## config.mk

```make
export PLATFORM = sky130hd
export DESIGN_NAME = btsd_core
export DESIGN_NICKNAME = d
export VERILOG_FILES = /design/src/design/btsd_core.v /design/src/design/btsd_file_ram.v
export VERILOG_INCLUDE_DIRS = /design/src /design/src/design
export SDC_FILE = /design/constraint.sdc
export NUM_CORES = 1
export LEC_CHECK = 0
export ABC_AREA = 1
export BUFFER_PORTS_ARGS = -buffer_cell sky130_fd_sc_hd__buf_2
export CORE_MARGIN = 3
export CORE_UTILIZATION = 50
export CTS_CLUSTER_DIAMETER = 150
export CTS_CLUSTER_SIZE = 30
export DETAILED_ROUTE_END_ITERATION = 6
export PLACE_DENSITY = 0.64
export SYNTH_ARGS = -nofsm -noshare
export SYNTH_HDL_FRONTEND = slang
export SYNTH_HIERARCHICAL = 1
export SYNTH_SLANG_ARGS = --single-unit
```

## constraint.sdc

```tcl
create_clock -name clk_i -period 1.4 [get_ports clk_i]
set_clock_uncertainty 0.15 [all_clocks]
set_input_delay 0.07 -clock clk_i [delete_from_list [all_inputs] [get_ports clk_i]]
set_output_delay 0.07 -clock clk_i [all_outputs]
set_load 0.01 [all_outputs]
```

## src/design/btsd_defs.vh

```
// constants for the bit test and skip decoder
`ifndef BTSD_DEFS_VH
`define BTSD_DEFS_VH
`define BTSD_IW_W        12
`define BTSD_OPC_HI      11
`define BTSD_OPC_LO      8
`define BTSD_BIT_HI      7
`define BTSD_BIT_LO      5
`define BTSD_REG_HI      4
`define BTSD_REG_LO      0
`define BTSD_OPC_SKC     4'h6
`define BTSD_OPC_SKS     4'h7
`define BTSD_NOP_WORD    12'h000
`define BTSD_ST_RUN      1'b0
`define BTSD_ST_NOP      1'b1
`define BTSD_NREGS       32
`define BTSD_DATA_W      8
`define BTSD_KIND_NONE   2'h0
`define BTSD_KIND_CLR    2'h1
`define BTSD_KIND_SET    2'h2
`define BTSD_BSEL_RST    3'h0
`endif

```

## src/design/btsd_core.v

```verilog
// bit test and skip decode and execute stage
`timescale 1ns/100ps
`include "btsd_defs.vh"
module btsd_core (
    input  wire        clk_i,
    input  wire        nrst_i,
    input  wire [11:0] fetch_word_i,
    input  wire        fetch_valid_i,
    input  wire        wr_en_i,
    input  wire [4:0]  wr_addr_i,
    input  wire [7:0]  wr_data_i,
    output reg  [11:0] exec_word_o,
    output reg         exec_valid_o,
    output reg         skip_o,
    output reg         nop_cycle_o,
    output wire        flags_we_o,
    output wire [4:0]  rd_addr_o
);
    // instruction kinds and discard-slot states
    localparam [1:0] KIND_NONE = `BTSD_KIND_NONE;
    localparam [1:0] KIND_CLR  = `BTSD_KIND_CLR;
    localparam [1:0] KIND_SET  = `BTSD_KIND_SET;
    localparam [0:0] ST_RUN    = `BTSD_ST_RUN;
    localparam [0:0] ST_NOP    = `BTSD_ST_NOP;

    // opcode field of an instruction word
    function [3:0] opc_of;
        input [11:0] w;
        begin
            opc_of = w[`BTSD_OPC_HI:`BTSD_OPC_LO];
        end
    endfunction

    // file register select field
    function [4:0] reg_of;
        input [11:0] w;
        begin
            reg_of = w[`BTSD_REG_HI:`BTSD_REG_LO];
        end
    endfunction

    // bit position field
    function [2:0] bit_of;
        input [11:0] w;
        begin
            bit_of = w[`BTSD_BIT_HI:`BTSD_BIT_LO];
        end
    endfunction

    // which of the two skip tests a word asks for
    function [1:0] dec_kind;
        input [11:0] w;
        begin
            if (opc_of(w) == `BTSD_OPC_SKS) begin
                dec_kind = KIND_SET;
            end else if (opc_of(w) == `BTSD_OPC_SKC) begin
                dec_kind = KIND_CLR;
            end else begin
                dec_kind = KIND_NONE;
            end
        end
    endfunction

    // skip decision from the decoded kind and the tested bit
    function skip_wanted;
        input [1:0] kind;
        input       bit_val;
        begin
            case (kind)
                KIND_SET: begin
                    skip_wanted = bit_val;
                end
                KIND_CLR: begin
                    skip_wanted = !bit_val;
                end
                default: begin
                    skip_wanted = 1'b0;
                end
            endcase
        end
    endfunction

    // fetch stage registers and next values
    reg  [11:0] cur_r;
    reg  [11:0] cur_nxt;
    reg         cur_v_r;
    reg         cur_v_nxt;
    reg  [2:0]  bsel_r;
    reg  [2:0]  bsel_nxt;
    reg  [1:0]  kind_r;
    reg  [1:0]  kind_nxt;

    // execute stage registers and next values
    reg         st_r;
    reg         st_nxt;
    reg  [11:0] exec_word_nxt;
    reg         exec_valid_nxt;
    reg         skip_nxt;
    reg         nop_cycle_nxt;

    // read data and skip decision
    wire [7:0]  rdata;
    wire [7:0]  bit_hit;
    wire        bitval;
    wire        slot_open;
    wire        test_hit;
    wire        take;

    // file read address leads the decoded fields by one edge
    assign rd_addr_o  = reg_of(fetch_word_i);
    // neither test writes status flags
    assign flags_we_o = 1'b0;

    // a write and a read of one register in one cycle return the old value
    btsd_file_ram u_ram (
        .clk_i   (clk_i),
        .raddr_i (rd_addr_o),
        .we_i    (wr_en_i),
        .waddr_i (wr_addr_i),
        .wdata_i (wr_data_i),
        .rdata_o (rdata)
    );

    // one-hot pick of the tested bit from the read data
    genvar gi;
    generate
        for (gi = 0; gi < `BTSD_DATA_W; gi = gi + 1) begin : g_bit
            localparam [2:0] POS = gi;
            assign bit_hit[gi] = (bsel_r == POS) && rdata[gi];
        end
    endgenerate

    // tested bit of the selected register
    assign bitval    = |bit_hit;
    // a word in the discard slot or an empty fetch never takes
    assign slot_open = cur_v_r && (st_r == ST_RUN);
    assign test_hit  = skip_wanted(kind_r, bitval);
    assign take      = slot_open && test_hit;

    // fetch stage: the next word is held while this one executes
    always @* begin
        cur_nxt   = fetch_word_i;
        cur_v_nxt = fetch_valid_i;
        bsel_nxt  = bit_of(fetch_word_i);
        kind_nxt  = dec_kind(fetch_word_i);
    end

    // discard-slot sequencer: one extra cycle per taken skip
    always @* begin
        st_nxt = st_r;
        case (st_r)
            ST_RUN: begin
                if (take) begin
                    st_nxt = ST_NOP;
                end
            end
            ST_NOP: begin
                st_nxt = ST_RUN;
            end
            default: begin
                st_nxt = ST_RUN;
            end
        endcase
    end

    // execute stage: the held word, or an inert slot after a skip
    always @* begin
        exec_word_nxt  = cur_r;
        exec_valid_nxt = cur_v_r;
        nop_cycle_nxt  = 1'b0;
        skip_nxt       = take;
        case (st_r)
            ST_NOP: begin
                // the word fetched under a taken skip is dropped here
                exec_word_nxt  = `BTSD_NOP_WORD;
                exec_valid_nxt = 1'b0;
                nop_cycle_nxt  = 1'b1;
            end
            default: begin
                nop_cycle_nxt  = 1'b0;
            end
        endcase
    end

    // fetch stage registers
    always @(posedge clk_i or negedge nrst_i) begin
        if (!nrst_i) begin
            cur_r   <= `BTSD_NOP_WORD;
            cur_v_r <= 1'b0;
            bsel_r  <= `BTSD_BSEL_RST;
            kind_r  <= KIND_NONE;
        end else begin
            cur_r   <= cur_nxt;
            cur_v_r <= cur_v_nxt;
            bsel_r  <= bsel_nxt;
            kind_r  <= kind_nxt;
        end
    end

    // execute stage registers drive the outputs directly
    always @(posedge clk_i or negedge nrst_i) begin
        if (!nrst_i) begin
            st_r         <= ST_RUN;
            exec_word_o  <= `BTSD_NOP_WORD;
            exec_valid_o <= 1'b0;
            skip_o       <= 1'b0;
            nop_cycle_o  <= 1'b0;
        end else begin
            st_r         <= st_nxt;
            exec_word_o  <= exec_word_nxt;
            exec_valid_o <= exec_valid_nxt;
            skip_o       <= skip_nxt;
            nop_cycle_o  <= nop_cycle_nxt;
        end
    end
endmodule

```

## src/design/btsd_file_ram.v

```verilog
// 32 x 8 file register memory with registered read data
`timescale 1ns/100ps
`include "btsd_defs.vh"
module btsd_file_ram (
    input  wire       clk_i,
    input  wire [4:0] raddr_i,
    input  wire       we_i,
    input  wire [4:0] waddr_i,
    input  wire [7:0] wdata_i,
    output reg  [7:0] rdata_o
);
    reg [7:0] mem [0:`BTSD_NREGS-1];
    always @(posedge clk_i) begin
        if (we_i) begin
            mem[waddr_i] <= wdata_i;
        end
        rdata_o <= mem[raddr_i];
    end
endmodule

```

==> results of run 1 <==
==> timing repair <==
action                     4_1_cts  5_1_grt
gates resized for setup          0        3
hold endpoints to repair       310        0
hold buffers                    24        0
setup endpoints to repair        0        3
==> stage by stage <==
stage	instances	hold WS, ps	TNS, ps	worst slack, ps
floorplan	1023	-376	0	146
global placement	1402	-16.0	-701	-147
detailed placement	1402	-8.64	-858	-141
CTS	1447	62.8	0	5.60
global route	1448	56.7	-0.712	-0.712
finish	1448	71.2	0	39.1
==> power groups by stage <==
stage                     Clock [uW]  Combinational [uW]  Sequential, uW
final                           4290                1400            9780
after floorplan                    0                 717            9990
after detailed placement           0                1330            9980
after global routing            4700                1540            9800
after global placement             0                1320            9980
after CTS                       4390                1390            9780
==> path summary, 6_finish.rpt <==
| path | slack, ps | startpoint | endpoint |
|---|---|---|---|
| setup / recovery | 40 | fetch_word_i[3] | rd_addr_o[3] |
| max in group asynchronous | 160 | nrst_i | cur_r[1]$_DFF_PN0_ |
| min in group asynchronous | 520 | nrst_i | exec_word_o[6]$_DFF_PN0_ |
| setup reg to reg | 100 | u_ram/mem[29][3]$_DFFE_PP_ | u_ram/rdata_o[3]$_DFF_P_ |
| hold reg to reg | 320 | cur_r[4]$_DFF_PN0_ | exec_word_o[4]$_DFF_PN0_ |
| hold / removal | 70 | fetch_word_i[7] | cur_r[7]$_DFF_PN0_ |
==> flip-flops by register name, summed over array words and instances, names as in the netlist, 2 cells and up <==
register       count
kind_r             2
bsel_r             2
exec_word_o       12
cur_r             10
u_ram/mem        256
u_ram/rdata_o      8
==> kinds of logic (layout without fill, tap and decap cells) <==
family	Yosys count	count (layout)	synth area share, %
buffers and inverters	92	204	4.91
AND/OR/NAND/NOR	635	635	22.3
flip-flops	295	295	72.7
other	1	1	0.0316
==> worst register-to-register path, delay by kind of cell (launching register included) <==
kind             cells  cell delay, ps
DFF                  1             390
and+or+nand+nor      8             660
==> placed cells by master, fill, tap and decap left out <==
cell           count
dfrtp_1           31
buf_12            20
clkbuf_1           7
inv_2              3
clkbuf_16         14
nor2_1            50
nand2_2            1
buf_4             57
inv_1             29
buf_2             47
dfxtp_1            8
buf_6              1
nor3b_1            1
clkinv_2           1
nand3_1          210
clkinvlp_4         1
edfxtp_1         256
nand2_1          373
dlygate4sd3_1     24
conb_1             1
==> layer usage <==
metal	global-route usage [%]	wire length, um
met1	29.7	12000
met2	35.0	13300
met5	0	0
met4	6.47	537
met3	2.49	1760
==> layout make-up <==
class / count / share of cell area, %
inverters: 33 / 0.927
clock inverters: 1 / 0.0556
well taps: 313 / 2.90
clock buffers: 20 / 2.61
repair buffers: 150 / 9.93
flip-flops and latches: 295 / 63.9
multi-input cells: 636 / 19.7
==> results.toml, run 1 <==
[outcome]
status = "finished, final reports clean"

[timing]
slew_violations = 0
fmax_ghz = 0.735
post-route-min-period_ps = 1360
finalCritPeriodShare_pct = 97.2
tightest_slew_ps = 637
finalSetupViolCount = 0
hold_viol_final = 0
relSlewSlack_pct = 57.5

[routing]
routed_wl_um = 27500
detail_route.iter0.violations = 837
viasPerCell = 5.35
ant_nets = 0
dr.pass1.iters = 6
route.detailed.drc = 0
dr_total_vias = 7748
avgRoutedWirePerCell_um = 19.0

[die]
core_area_sq_um = 23000
die_x_um = 160
ioPinCount = 50
die_h_um = 160
start_util_pct = 51.6
fp.dieArea_sq_um = 25600
rows = 55

[power]
ir_drop_mv = 0.833
switchingPower_uw = 3480
finalPower_uw = 15500
clkPwrFrac_pct = 27.7
p_int_uw = 12000
switching_share_pct = 22.5
power_leakage_uw = 0.00530
p_seq_share_pct = 63.2
p_comb_share_pct = 9.1
p_per_area_nw_per_um2 = 1150

[synthesis]
ys_seq_area_share_pct = 72.7
synth.cell_area_sq_um = 11900
yosys-top-cells-area = "edfxtp_1, nand2_1, nand3_1, dfrtp_1, buf_6"
async_flop_share_pct = 10.5
synthCells = 1023
synth_top_area_cell = "edfxtp_1"
ys_types = 15
synth-edff-count = 256
synth_common_cells = "nand2_1, edfxtp_1, nand3_1"
syn-num-nets = 1052
synth_flop_cell = "edfxtp_1"
netlist.area_leader.share_pct = 64.8
yosysMostFrequentCell = "nand2_1"
avgSynthCellArea_sq_um = 11.6
synth-seq-cells = 295
ys_warn_count = 6

[setup_path]
max_stage_delay_ps = 540
slowest_stage = "dlygate4sd3_1"
critical_path.top_delay_family = "buffers and inverters"
worst-path-stages = 4
cp-end-kind = "output pin"
crit_arrival_ps = 1140
crit_fanout = 18
crit_chain = "dlygate4sd3_1 -> buf_2 -> buf_6 -> buf_2"
worstPathRequired_ps = 1180
cp.buffers_inverters = 4
path_common_cell = "buf_2"
critPathKind = "in -> out"
cp-start-kind = "primary input"
worst-r2r-cell-count = 8

[final_layout]
fin_util_pct = 58.7
layout-drive-gt1-share_pct = 12.8
final_nets = 1158
finalInstanceArea_sq_um = 13500
multi_input_area_sq_um = 2660
final-seq-area_sq_um = 8620
nFillCells = 1920
antenna_cells = 0
area_growth_pct = 13.8

[cts]
ctsRootBufferMaster = "clkbuf_16"
cts_sinks = 295
cts.path.max_buffers = 3
htree_levels = 1
clk_latency_ps = 500
cts_tree = "yes"
numCtsBuffers = 13
cts_setup_buffers = 0
path_clk_slew_ps = 110

[min_path]
hold_path.class = "in -> reg"
min_path_cells = 2

[global_routing]
grt_pass1_vias = 7461
antenna_found_initial = 0
overflow = 0
grt.total_usage_pct = 21.2
grt_pass1_wl_um = 42000
grt_max_degree = 65

[placed_design]
place.gp.congestion = 0.844
hpwl_um = 16600
port_buffers = 48
dpl-instance-area_sq_um = 12900

[run]
maxCapViolations = 0
Power figures use the tool's default switching activity.
==> run 2, diff against run 1 <==
- clock period: 1.4 -> 1.74 ns (I/O delays scaled with it)
==> run 2 against run 1 <==
Compared with the run above:
- global-route usage decreased by 0.25 points
- final cell count decreased by 2.6%
- critical endpoint is now u_ram/rdata_o[2]$_DFF_P_
- the run now ends with hold timing left
- largest power group unchanged
- register-to-register slack improved by 330 ps
==> results.toml, run 2 (same netlist as run 1, synthesis figures left out) <==
[final_layout]
final_nets = 1120
multi_input_area_sq_um = 2650
nFillCells = 1992
final_cell_mix = "nand2_1, edfxtp_1, nand3_1"
layout-drive-gt1-share_pct = 10.5
largest_reg_flops = 256
final-seq-area_sq_um = 8620
stdcell_count = 1410
final_common_cell = "nand2_1"
top_register = "u_ram/mem"
area_growth_pct = 10.1
reg_top3 = "u_ram/mem (256), exec_word_o (12), cur_r (10)"
antenna_cells = 0

[cts]
cts_sinks = 295
htree_levels = 1
cts.path.max_buffers = 3
ctsRootBufferMaster = "clkbuf_16"
cts_tree = "yes"
numCtsBuffers = 13
path_clk_slew_ps = 110
clk_latency_ps = 480
cts_setup_buffers = 0

[setup_path]
critical_path.top_delay_family = "buffers and inverters"
worst-r2r-cell-count = 8
worstPathRequired_ps = 2030
startpoint = "fetch_word_i[0]"
crit_chain = "dlygate4sd3_1 -> buf_4 -> inv_4 -> buf_12 -> nand2_1 -> nand3_1 -> nand3_1 -> nand2_1 -> nand2_1 -> nand2_1 -> nand2_1 -> nand2_1"
r2r-start = "cur_r[7]$_DFF_PN0_"
cp.buffers_inverters = 4
cp-start-kind = "primary input"
r2r-end = "st_r$_DFF_PN0_"
worst-path-stages = 12
cp-end-kind = "register"
slowest_stage = "dlygate4sd3_1"
crit_path_end = "u_ram/rdata_o[2]$_DFF_P_"
crit_arrival_ps = 1880
crit_fanout = 36
rrSetupSlack_ps = 430
max_stage_delay_ps = 540
path_common_cell = "nand2_1"
critPathKind = "in -> reg"

[outcome]
failed_checks = "hold timing"
status = "finished, violations left"

[timing]
finalSetupViolCount = 0
whs_ps = -9.87
rsz0062_at_grt = "no"
slew_violations = 0
relSlewSlack_pct = 50.4
tns_ps = 0
hold_viol_final = 14
post-route-min-period_ps = 1590
finalCritPeriodShare_pct = 91.5
tightest_slew_ps = 744
fmax_ghz = 0.628

[run]
maxCapViolations = 0

[power]
p_int_uw = 9570
power_leakage_uw = 0.00508
switchingPower_uw = 2770
p_per_area_nw_per_um2 = 945
p_comb_share_pct = 8.3
p_seq_share_pct = 63.8
ir_drop_mv = 0.552
clkPwrFrac_pct = 27.9
switching_share_pct = 22.4

[routing]
ant_nets = 0
viasPerCell = 5.38
dr.pass1.iters = 6
avgRoutedWirePerCell_um = 19.2
detail_route.iter0.violations = 718
route.detailed.drc = 0
routed_wl_um = 27000
dr_total_vias = 7590

[die]
fp.dieArea_sq_um = 25600
ioPinCount = 50
die_x_um = 160
rows = 55
die_h_um = 160
core_area_sq_um = 23000
start_util_pct = 51.6

[global_routing]
grt_max_degree = 67
grt_pass1_wl_um = 42000
overflow = 0
grt.total_usage_pct = 20.9
antenna_found_initial = 0
grt_pass1_vias = 7270

[placed_design]
dp_cells = 1374
port_buffers = 48
place.gp.congestion = 0.831
hpwl_um = 15700

[min_path]
min_path_cells = 1
hold_path.class = "in -> reg"
-- run 2: layer usage --
metal / global-route usage (%) / up-vias / routed length, um / share of wire, %
met4: 4.22 / 0 / 435 / 1.6
met3: 1.82 / 32 / 1490 / 5.5
met1: 30.1 / 3707 / 11800 / 44
li1: - / 3595 / - / -
met2: 35.4 / 256 / 13300 / 49
met5: 0 / - / 0 / 0
-- run 2: power groups by stage --
| stage | registers [uW] | clock network (uW) | logic [uW] |
|---|---|---|---|
| 6_report | 7870 | 3450 | 1020 |
| 5_1_grt | 7890 | 3790 | 1140 |
| 2_1_floorplan | 8040 | 0 | 577 |
| 3_3_place_gp | 8030 | 0 | 972 |
| 3_5_place_dp | 8030 | 0 | 983 |
| 4_1_cts | 7870 | 3510 | 1010 |
-- run 2: how the worst min path moves through the flow --
stage	from	endpoint	slack, ps
after floorplan	nrst_i	bsel_r[0]$_DFF_PN0_	-360
after global placement	nrst_i	cur_r[7]$_DFF_PN0_	-5
after detailed placement	nrst_i	bsel_r[1]$_DFF_PN0_	-2
after CTS	wr_data_i[1]	u_ram/mem[2][1]$_DFFE_PP_	10
after global routing	wr_data_i[4]	u_ram/mem[17][4]$_DFFE_PP_	30
final	wr_data_i[1]	u_ram/mem[2][1]$_DFFE_PP_	-10
-- run 2: worst register-to-register path: cells and delay by family, from the launching register on --
kind,cells,cell delay [ps]
flip-flops,1,460
buffers and inverters,1,120
AND/OR/NAND/NOR,7,500
-- run 2: what timing repair did --
item | CTS | global route
setup endpoints to repair | 0 | 1
resized for setup | 0 | 2
hold endpoints to repair | 54 | 0
hold buffers | 14 | 0
-- run 2: final cells by class --
cell class | count | share of cell area [%]
timing repair buffer | 112 | 6.95
clock inverter | 1 | 0.0575
multi-input combinational | 636 | 20.3
tap | 313 | 3.00
clock buffer | 20 | 2.69
inverter | 33 | 0.967
sequential | 295 | 66.0
-- run 2: per-stage QoR --
step	power [uW]	setup slack, ps	instance area [sq um]	utilization (%)	hold slack, ps
global placement	9010	178	12500	54.5	-4.69
finish	12300	148	13100	56.8	-9.87
CTS	12400	97.1	13000	56.7	10.3
detailed placement	9020	173	12500	54.5	-2.30
global route	12800	29.5	13100	56.8	30.2
floorplan	8610	469	11900	-	-359
==> run 3, diff against run 2 <==
- CORE_UTILIZATION: 50 -> 45
- PLACE_DENSITY: 0.64 -> 0.58
==> run 3 against run 2 <==
Compared with the run above:
- the run now ends clean
- setup slack got worse by 15 ps
- design area increased by 1.6%
- final cell count up 2.1%
- hold slack better by 11 ps
- critical endpoint is now u_ram/rdata_o[1]$_DFF_P_
- highest routed layer unchanged
==> results.toml, run 3 (same netlist as run 1, synthesis figures left out) <==
[timing]
rsz0062_at_grt = "no"
worst_slack_ps = 133
hold_viol_final = 0
fmax_ghz = 0.622
tightest_slew_ps = 681
slew_violations = 0
finalSetupViolCount = 0
whs_ps = 0.784
relSlewSlack_pct = 54.6
post-route-min-period_ps = 1610
finalCritPeriodShare_pct = 92.3
tns_ps = 0

[power]
finalPower_uw = 12400
p_seq_share_pct = 63.3
p_per_area_nw_per_um2 = 936
clkPwrFrac_pct = 28.0
p_comb_share_pct = 8.7
switchingPower_uw = 2820
power_leakage_uw = 0.00517
switching_share_pct = 22.7
p_int_uw = 9610
ir_drop_mv = 0.549

[cts]
numCtsBuffers = 13
htree_levels = 1
ctsRootBufferMaster = "clkbuf_16"
cts.path.max_buffers = 3
clk_latency_ps = 490
path_clk_slew_ps = 120
cts_tree = "yes"
cts_sinks = 295

[global_routing]
grt_max_degree = 78
grt_pass1_vias = 7270
overflow = 0
grt_pass1_wl_um = 43200
antenna_found_initial = 0
grt.total_usage_pct = 19.7

[routing]
routed_wl_um = 28400
viasPerCell = 5.24
route.detailed.drc = 0
detail_route.iter0.violations = 700
dr_total_vias = 7547
avgRoutedWirePerCell_um = 19.7
dr.pass1.iters = 5
ant_nets = 0

[run]
maxCapViolations = 0

[placed_design]
port_buffers = 48
place.gp.congestion = 0.781
hpwl_um = 16500
dp_slack_ps = 142

[min_path]
min_path_cells = 1
hold_path.class = "in -> reg"

[final_layout]
fin_util_pct = 52.0
final_common_cell = "nand2_1"
multi_input_area_sq_um = 2650
final-seq-area_sq_um = 8620
nFillCells = 2277
final_nets = 1133
area_growth_pct = 11.9
top_register = "u_ram/mem"
final_cell_mix = "nand2_1, edfxtp_1, nand3_1"
reg_top3 = "u_ram/mem (256), exec_word_o (12), cur_r (10)"
antenna_cells = 0
largest_reg_flops = 256
layout-drive-gt1-share_pct = 11.1

[setup_path]
crit_fanout = 39
cp-start-kind = "primary input"
crit_arrival_ps = 1900
worst-r2r-cell-count = 8
critPathKind = "in -> reg"
cp-end-kind = "register"
worstPathRequired_ps = 2030

[die]
rows = 58
die_x_um = 168
core_area_sq_um = 25500
die_h_um = 168
start_util_pct = 46.4
fp.dieArea_sq_um = 28300
ioPinCount = 50

[outcome]
status = "finished, final reports clean"
run 3: cell types whose count changed in the layout (fill, tap and decap cells not counted), sizes merged:
cell	change
buf	+7
dlygate4sd3	+5
clkbuf	+1
run 3: worst max-delay path: stages:
cell           delay [ps]
dlygate4sd3_1         540
buf_4                 170
inv_4                 150
buf_16                220
nand2_1                80
nand3_1                70
nand3_1                90
nand2_1               130
nand2_1               100
nand2_1                80
nand2_1                70
nand2_1                70
run 3: power by group through the flow:
stage                     registers (uW)  logic [uW]  clock network, uW
after detailed placement            8030        1040                  0
after global routing                7880        1200               3800
after CTS                           7870        1080               3560
after floorplan                     8040         577                  0
after global placement              8030        1030                  0
final                               7870        1080               3480
run 3: timing repair:
item                       in CTS  in global routing
setup buffers                   0                  0
setup endpoints to repair       0                  3
hold endpoints to repair      164                  0
hold buffers                   19                  0
gates resized for setup         0                  2
run 3: layout make-up:
class                      count  share of cell area, %
multi-input combinational    636                   20.0
sequential                   295                   65.0
inverter                      33                  0.952
timing repair buffer         125                   8.28
clock buffer                  20                   2.65
tap                          330                   3.11
clock inverter                 1                 0.0566
run 3: final timing paths:
check | from | end | slack, ps
worst max-delay path | fetch_word_i[0] | u_ram/rdata_o[1]$_DFF_P_ | 130
max in group asynchronous | nrst_i | exec_word_o[3]$_DFF_PN0_ | 1000
worst min register to register | cur_r[0]$_DFF_PN0_ | exec_word_o[0]$_DFF_PN0_ | 310
min in group asynchronous | nrst_i | bsel_r[1]$_DFF_PN0_ | 10
worst max register to register | cur_r[7]$_DFF_PN0_ | skip_o$_DFF_PN0_ | 380
worst min-delay path | wr_data_i[7] | u_ram/mem[16][7]$_DFFE_PP_ | 0.8
run 3: routing by layer:
layer	vias to the layer above	track usage, %	share of wire, %	wire (um)
met5	-	0	0	0
met4	0	5.27	2.2	615
met3	35	1.88	4.7	1340
met2	203	32.5	48	13700
met1	3684	28.4	45	12700
li1	3625	-	-	-
run 3: through the flow:
step | cells | area, sq um
floorplan | 1023 | 11900
global placement | 1398 | 12700
detailed placement | 1398 | 12700
CTS | 1438 | 13200
global route | 1440 | 13300
finish | 1440 | 13300
